==> src/include/ssm_pkg.sv <==
// Package of constants for the SRAM sleep mode controller
package ssm_pkg;
  // Clock period in picoseconds (50 MHz)
  localparam int CLK_PERIOD_PS = 20000;
  // Cycles from stable request to sleep entry
  localparam int ENTRY_CYCLES = 2;
  // Cycles from stable release to normal operation
  localparam int WAKE_CYCLES = 2;
  // Least recovery time after the request falls, in ns
  localparam int RECOVERY_NS = 20;
  // Recovery time as whole cycles, rounded up, at least one
  localparam int RECOVERY_CYCLES_RAW =
    (RECOVERY_NS * 1000 + CLK_PERIOD_PS - 1) / CLK_PERIOD_PS;
  localparam int RECOVERY_CYCLES =
    (RECOVERY_CYCLES_RAW < 1) ? 1 : RECOVERY_CYCLES_RAW;
  // Width of the delay counter
  localparam int CNT_W = 3;
  // Reset value of the delay counter
  localparam logic [CNT_W-1:0] CNT_RST = 3'h0;
  // Power states
  typedef enum logic [1:0] {
    AWAKE, ENTERING, ASLEEP, WAKING
  } ssm_state_t;
endpackage

==> src/rtl/ssm_sleep_ctrl.sv <==
// Sleep entry and exit controller of the synchronous SRAM
`timescale 1ns/100ps
module ssm_sleep_ctrl #(
  parameter int ENTRY = ssm_pkg::ENTRY_CYCLES,
  parameter int WAKE = ssm_pkg::WAKE_CYCLES
) (
  // Clock and reset
  input wire logic sys_clk,
  input wire logic nrst,
  // Asynchronous sleep request from the controller
  input wire logic sleepRequest,
  // Controls toward the SRAM core
  output logic sleepActive,
  output logic inputsEnabled,
  output logic dataOutEnable,
  output logic deselectForce,
  output logic recovering
);

  // All state of the module
  typedef struct packed {
    logic s1;                        // Synchroniser stage one
    logic s2;                        // Synchroniser stage two
    logic s3;                        // Synchroniser stage three
    logic req;                       // Accepted request level
    ssm_pkg::ssm_state_t st;         // Power state
    logic [ssm_pkg::CNT_W-1:0] cnt;  // Delay counter
    logic asleep;                    // Output register
    logic inEn;                      // Output register
    logic oeEn;                      // Output register
    logic desel;                     // Output register
    logic recov;                     // Output register
  } ssm_reg_t;

  ssm_reg_t state_r;
  ssm_reg_t state_nxt;

  // Next counter value, saturating
  function automatic logic [ssm_pkg::CNT_W-1:0] cntInc(
    input logic [ssm_pkg::CNT_W-1:0] c
  );
    cntInc = (c == '1) ? c : c + 3'h1;
  endfunction

  // Next state logic
  always_comb begin
    state_nxt = state_r;
    // Three stage synchroniser, s1 read only by s2
    state_nxt.s1 = sleepRequest;
    state_nxt.s2 = state_r.s1;
    state_nxt.s3 = state_r.s2;
    // Level accepted once stages two and three agree
    if (state_r.s2 == state_r.s3) begin
      state_nxt.req = state_r.s2;
    end
    case (state_r.st)
      ssm_pkg::AWAKE: begin
        state_nxt.cnt = ssm_pkg::CNT_RST;
        if (state_r.req) begin
          state_nxt.st = ssm_pkg::ENTERING;
          state_nxt.cnt = 3'h1;
        end
      end
      ssm_pkg::ENTERING: begin
        // Request dropped early: abandon entry
        if (!state_r.req) begin
          state_nxt.st = ssm_pkg::AWAKE;
        end else if (state_r.cnt >= 3'(ENTRY)) begin
          state_nxt.st = ssm_pkg::ASLEEP;
        end else begin
          state_nxt.cnt = cntInc(state_r.cnt);
        end
      end
      ssm_pkg::ASLEEP: begin
        // Stays as long as the request stays high
        if (!state_r.req) begin
          state_nxt.st = ssm_pkg::WAKING;
          state_nxt.cnt = 3'h1;
        end
      end
      ssm_pkg::WAKING: begin
        // Request back high: return straight to sleep
        if (state_r.req) begin
          state_nxt.st = ssm_pkg::ASLEEP;
        end else if (state_r.cnt >= 3'(WAKE)) begin
          state_nxt.st = ssm_pkg::AWAKE;
        end else begin
          state_nxt.cnt = cntInc(state_r.cnt);
        end
      end
      default: begin
        state_nxt.st = ssm_pkg::AWAKE;
      end
    endcase
    // Outputs registered from the next state
    state_nxt.asleep = (state_nxt.st == ssm_pkg::ASLEEP);
    state_nxt.inEn = !state_nxt.asleep;
    state_nxt.oeEn = !state_nxt.asleep;
    state_nxt.desel = state_nxt.asleep;
    // Recovery: only deselect or read expected from the controller
    state_nxt.recov = (state_nxt.st == ssm_pkg::WAKING);
  end

  // State register; core contents are untouched by sleep, no clear here
  always_ff @(posedge sys_clk or negedge nrst) begin
    if (!nrst) begin
      state_r <= '{s1: 1'b0, s2: 1'b0, s3: 1'b0, req: 1'b0,
                   st: ssm_pkg::AWAKE, cnt: ssm_pkg::CNT_RST,
                   asleep: 1'b0, inEn: 1'b1, oeEn: 1'b1,
                   desel: 1'b0, recov: 1'b0};
    end else begin
      state_r <= state_nxt;
    end
  end

  // Outputs straight from flip-flops
  assign sleepActive = state_r.asleep;
  assign inputsEnabled = state_r.inEn;
  assign dataOutEnable = state_r.oeEn;
  assign deselectForce = state_r.desel;
  assign recovering = state_r.recov;
endmodule

==> config.mk <==
export PLATFORM = sky130hd
export DESIGN_NAME = ssm_sleep_ctrl
export DESIGN_NICKNAME = d
export VERILOG_FILES = /design/src/include/ssm_pkg.sv /design/src/rtl/ssm_sleep_ctrl.sv
export SDC_FILE = /design/constraint.sdc
export NUM_CORES = 1
export LEC_CHECK = 0
export BUFFER_PORTS_ARGS = -buffer_cell sky130_fd_sc_hd__buf_2
export CAP_MARGIN = 30
export CORE_AREA = 5 5 42 44
export DETAILED_ROUTE_END_ITERATION = 6
export DIE_AREA = 0 0 47 49
export PLACE_DENSITY_LB_ADDON = 0.3
export SETUP_SLACK_MARGIN = 0.4
export SYNTH_ARGS = -nofsm -noshare
export SYNTH_HDL_FRONTEND = slang
export SYNTH_SLANG_ARGS = --single-unit
==> constraint.sdc <==
create_clock -name sys_clk -period 4.7 [get_ports sys_clk]
set_input_delay 0.47 -clock sys_clk [delete_from_list [all_inputs] [get_ports sys_clk]]
set_output_delay 0.47 -clock sys_clk [all_outputs]
set_load 0.005 [all_outputs]
==> results.cfg <==
[outcome]
outcome = finished, final reports clean

[setup_path]
startpoint = state_r[5]
critPathBufInv = 1
crit-reg2reg-launch = state_r[5]
critPathKind = flop to flop
timing.critical_path.cells = inv_1 > ha_1 > or3_4 > and2_1 > mux2_2
crit_family = simple AND/OR/NAND/NOR gates
max_stage_delay_ps = 420
arrival_ps = 1920
critical_path_required_ps = 4850
cp_max_fo = 5
cp-start-kind = flop
crit_path_end_kind = flop
crit_slowest_cell = dfrtp_1

[clock_network]
cts_resized = 0
post_cts_buffers = 0
clock_latency_ps = 260
cts.sinks = 12
clk_path_buf_depth = 2
cts_tree = built
cts_made_buffers = 3
cts_hold_buf = 0
path_clk_slew_ps = 70
root_buffer = clkbuf_4
h-tree-depth = 1

[timing]
finClkSkew_ps = 2.00
timing.hold.ws_ps = 67.1
setup_slack_ps = 2940
rsz0062_at_grt = false
finalSetupViolations = 0
max_freq_mhz = 567
final.min_clock_period_ps = 1760
max-slew-margin-rel = 0.781
tns_ps = 0
hold_violations = 0
layout_worst_path_cycle_share = 0.375
maxSlewViolCount = 0
tightest_slew_ps = 329

[placement]
pre_cts_slack_ps = 2970
post-dp-hpwl_um = 642
gp_congestion = 0.798
dp_cells = 66
numPortBuffers = 7

[finish]
fin_cells = 70
fillCellCount = 146
antennaDiodeCount = 0
drive_gt1_frac = 0.296
multi_input_area_sq_um = 221
area.sequential_sq_um = 302
area_growth_pct = 13.3
fin_nets = 60

[floorplan]
rows = 14
coreArea_sq_mm = 0.00140
initial_core_util = 0.389
die_h_um = 49
die_w_um = 47
dieArea_sq_mm = 0.00230
pin_count = 8

[logic_synthesis]
synth_xor_xnor_area_share = 0
syn-num-nets = 51
synth.distinct_cells = 25
synth_top_family_by_area = simple AND/OR/NAND/NOR gates
synth_top_cell_area_share = 0.505
yosysTopAreaCell = dfrtp_1
yosysSeqAreaShare = 0.553
avgSynthCellArea_sq_um = 11.9
yosys.area_share.adder = 0.0642
synth-seq-cells = 12
synth_area_leaders = dfrtp_1 50%, dfstp_2 4.8%, ha_1 4.6%
muxShareOfSynthArea = 0.0206
yosys.area_share.simple = 0.190
synth_cells = 46
syn_area_sq_um = 546
synth_compound_gate_area_share = 0.131
synth_warnings = 0

[pwr]
intPower_uw = 240
p_comb_frac = 0.303
pwr-share-clk = 0.221
swShare = 0.335
power_frac_seq = 0.476
leakagePower_uw = 0.000294
p_sw_uw = 121
finalPower_uw = 361
peakVddDrop_mv = 0.192
power.density_mw_per_mm2 = 583

[worst_hold_path]
hold_path.class = input pin to asynchronous set/reset pin

[global_route]
grt-ovfl-total = 0
grt_pass1_vias = 388
grt.total_usage = 0.101
antenna_found_initial = 0
grt_pass1_wl_um = 1640
grt_max_degree = 13

[drt]
drt_pre_antenna_iters = 4
vias = 371
viasPerCell = 5.30
drtIter0Drc = 4
wire_per_inst_um = 13.3
finalWirelength_um = 932
drc = 0
postRouteAntennaNets = 0

[run]
drv_cap = 0
## power groups by stage
stage / registers (uW) / clock network (uW) / logic (uW)
after floorplan: 163 / 0 / 88.8
final: 172 / 79.8 / 109
after global routing: 177 / 91.1 / 125
after CTS: 171 / 83.9 / 111
after detailed placement: 173 / 0 / 110
after global placement: 170 / 0 / 110
## metal layers
layer,global-route usage,up-vias,wire length (um),part of all wire
met5,0,-,0,0
met4,0.0737,0,10,0.011
met3,0.0406,2,81,0.087
met2,0.136,15,415,0.45
met1,0.126,175,424,0.45
li1,-,179,-,-
## path summary, 6_finish.rpt
path	slack [ps]	cells after the start	endpoint
min in group sys_clk	310	1	state_nxt[12]
hold / removal	70	1	state_r[8]
max in group asynchronous	4370	1	dataOutEnable
setup reg to reg	2940	5	state_r[9]
setup / recovery	2940	5	state_r[9]
hold reg to reg	360	0	state_nxt[11]
## sequential cells by signal, summed over array words and instances (netlist names)
name	count
dataOutEnable	1
deselectForce	1
recovering	1
state_nxt	2
state_r	7
## synthesized netlist by cell type
library cell	number
dfrtp_1	11
o21ai_0	4
nand2_1	3
and2_1	2
and3b_1	2
buf_4	2
ha_1	2
nand2b_1	2
nor3_1	2
a2111oi_2	1
a211oi_1	1
a21oi_1	1
and3_4	1
clkbuf_1	1
dfstp_2	1
inv_1	1
maj3_1	1
mux2_2	1
nand3b_1	1
nor2_1	1
nor4_1	1
o211ai_1	1
o21a_1	1
o2bb2ai_1	1
or3_4	1
## worst register-to-register path, cell delays in order, from the launching register on
cell and delay, ps:
dfrtp_1 420, inv_1 100, ha_1 240, or3_4 400
and2_1 220, mux2_2 280
## metrics by stage
step,cell area (sq um),util
after floorplan,546,-
after global placement,582,0.415
after detailed placement,582,0.415
after CTS,618,0.441
after global routing,618,0.441
final,618,0.441
## final cells by class
class / count / area share
well taps: 16 / 0.0324
flip-flops and latches: 12 / 0.488
repair buffers: 7 / 0.0567
multi-input cells: 30 / 0.358
clock buffers: 4 / 0.0587
inverters: 1 / 0.00607
## cell families after synthesis
logic type,after synthesis
compound gates,10
fa+ha+maj,3
flops,12
simple gates,16
mux,1
buf+inv,4
## layout by cell type, fill, tap and decap left out
cell / Yosys / final
or3_4: 1 / 1
a21oi_1: 1 / 1
and3_4: 1 / 1
buf_2: 0 / 7
o2bb2ai_1: 1 / 1
maj3_1: 1 / 1
dfrtp_1: 11 / 11
nand2_1: 3 / 3
nor2_1: 1 / 1
and3b_1: 2 / 2
clkbuf_8: 0 / 1
clkbuf_4: 0 / 3
a2111oi_2: 1 / 1
o211ai_1: 1 / 1
o21ai_0: 4 / 4
nor3_1: 2 / 2
a211oi_1: 1 / 1
ha_1: 2 / 2
o21a_1: 1 / 1
nand2b_1: 2 / 2
nand3b_1: 1 / 1
nor4_1: 1 / 1
dfstp_2: 1 / 1
and2_1: 2 / 2
inv_1: 1 / 1
mux2_2: 1 / 1
Power figures use the tool's default switching activity.
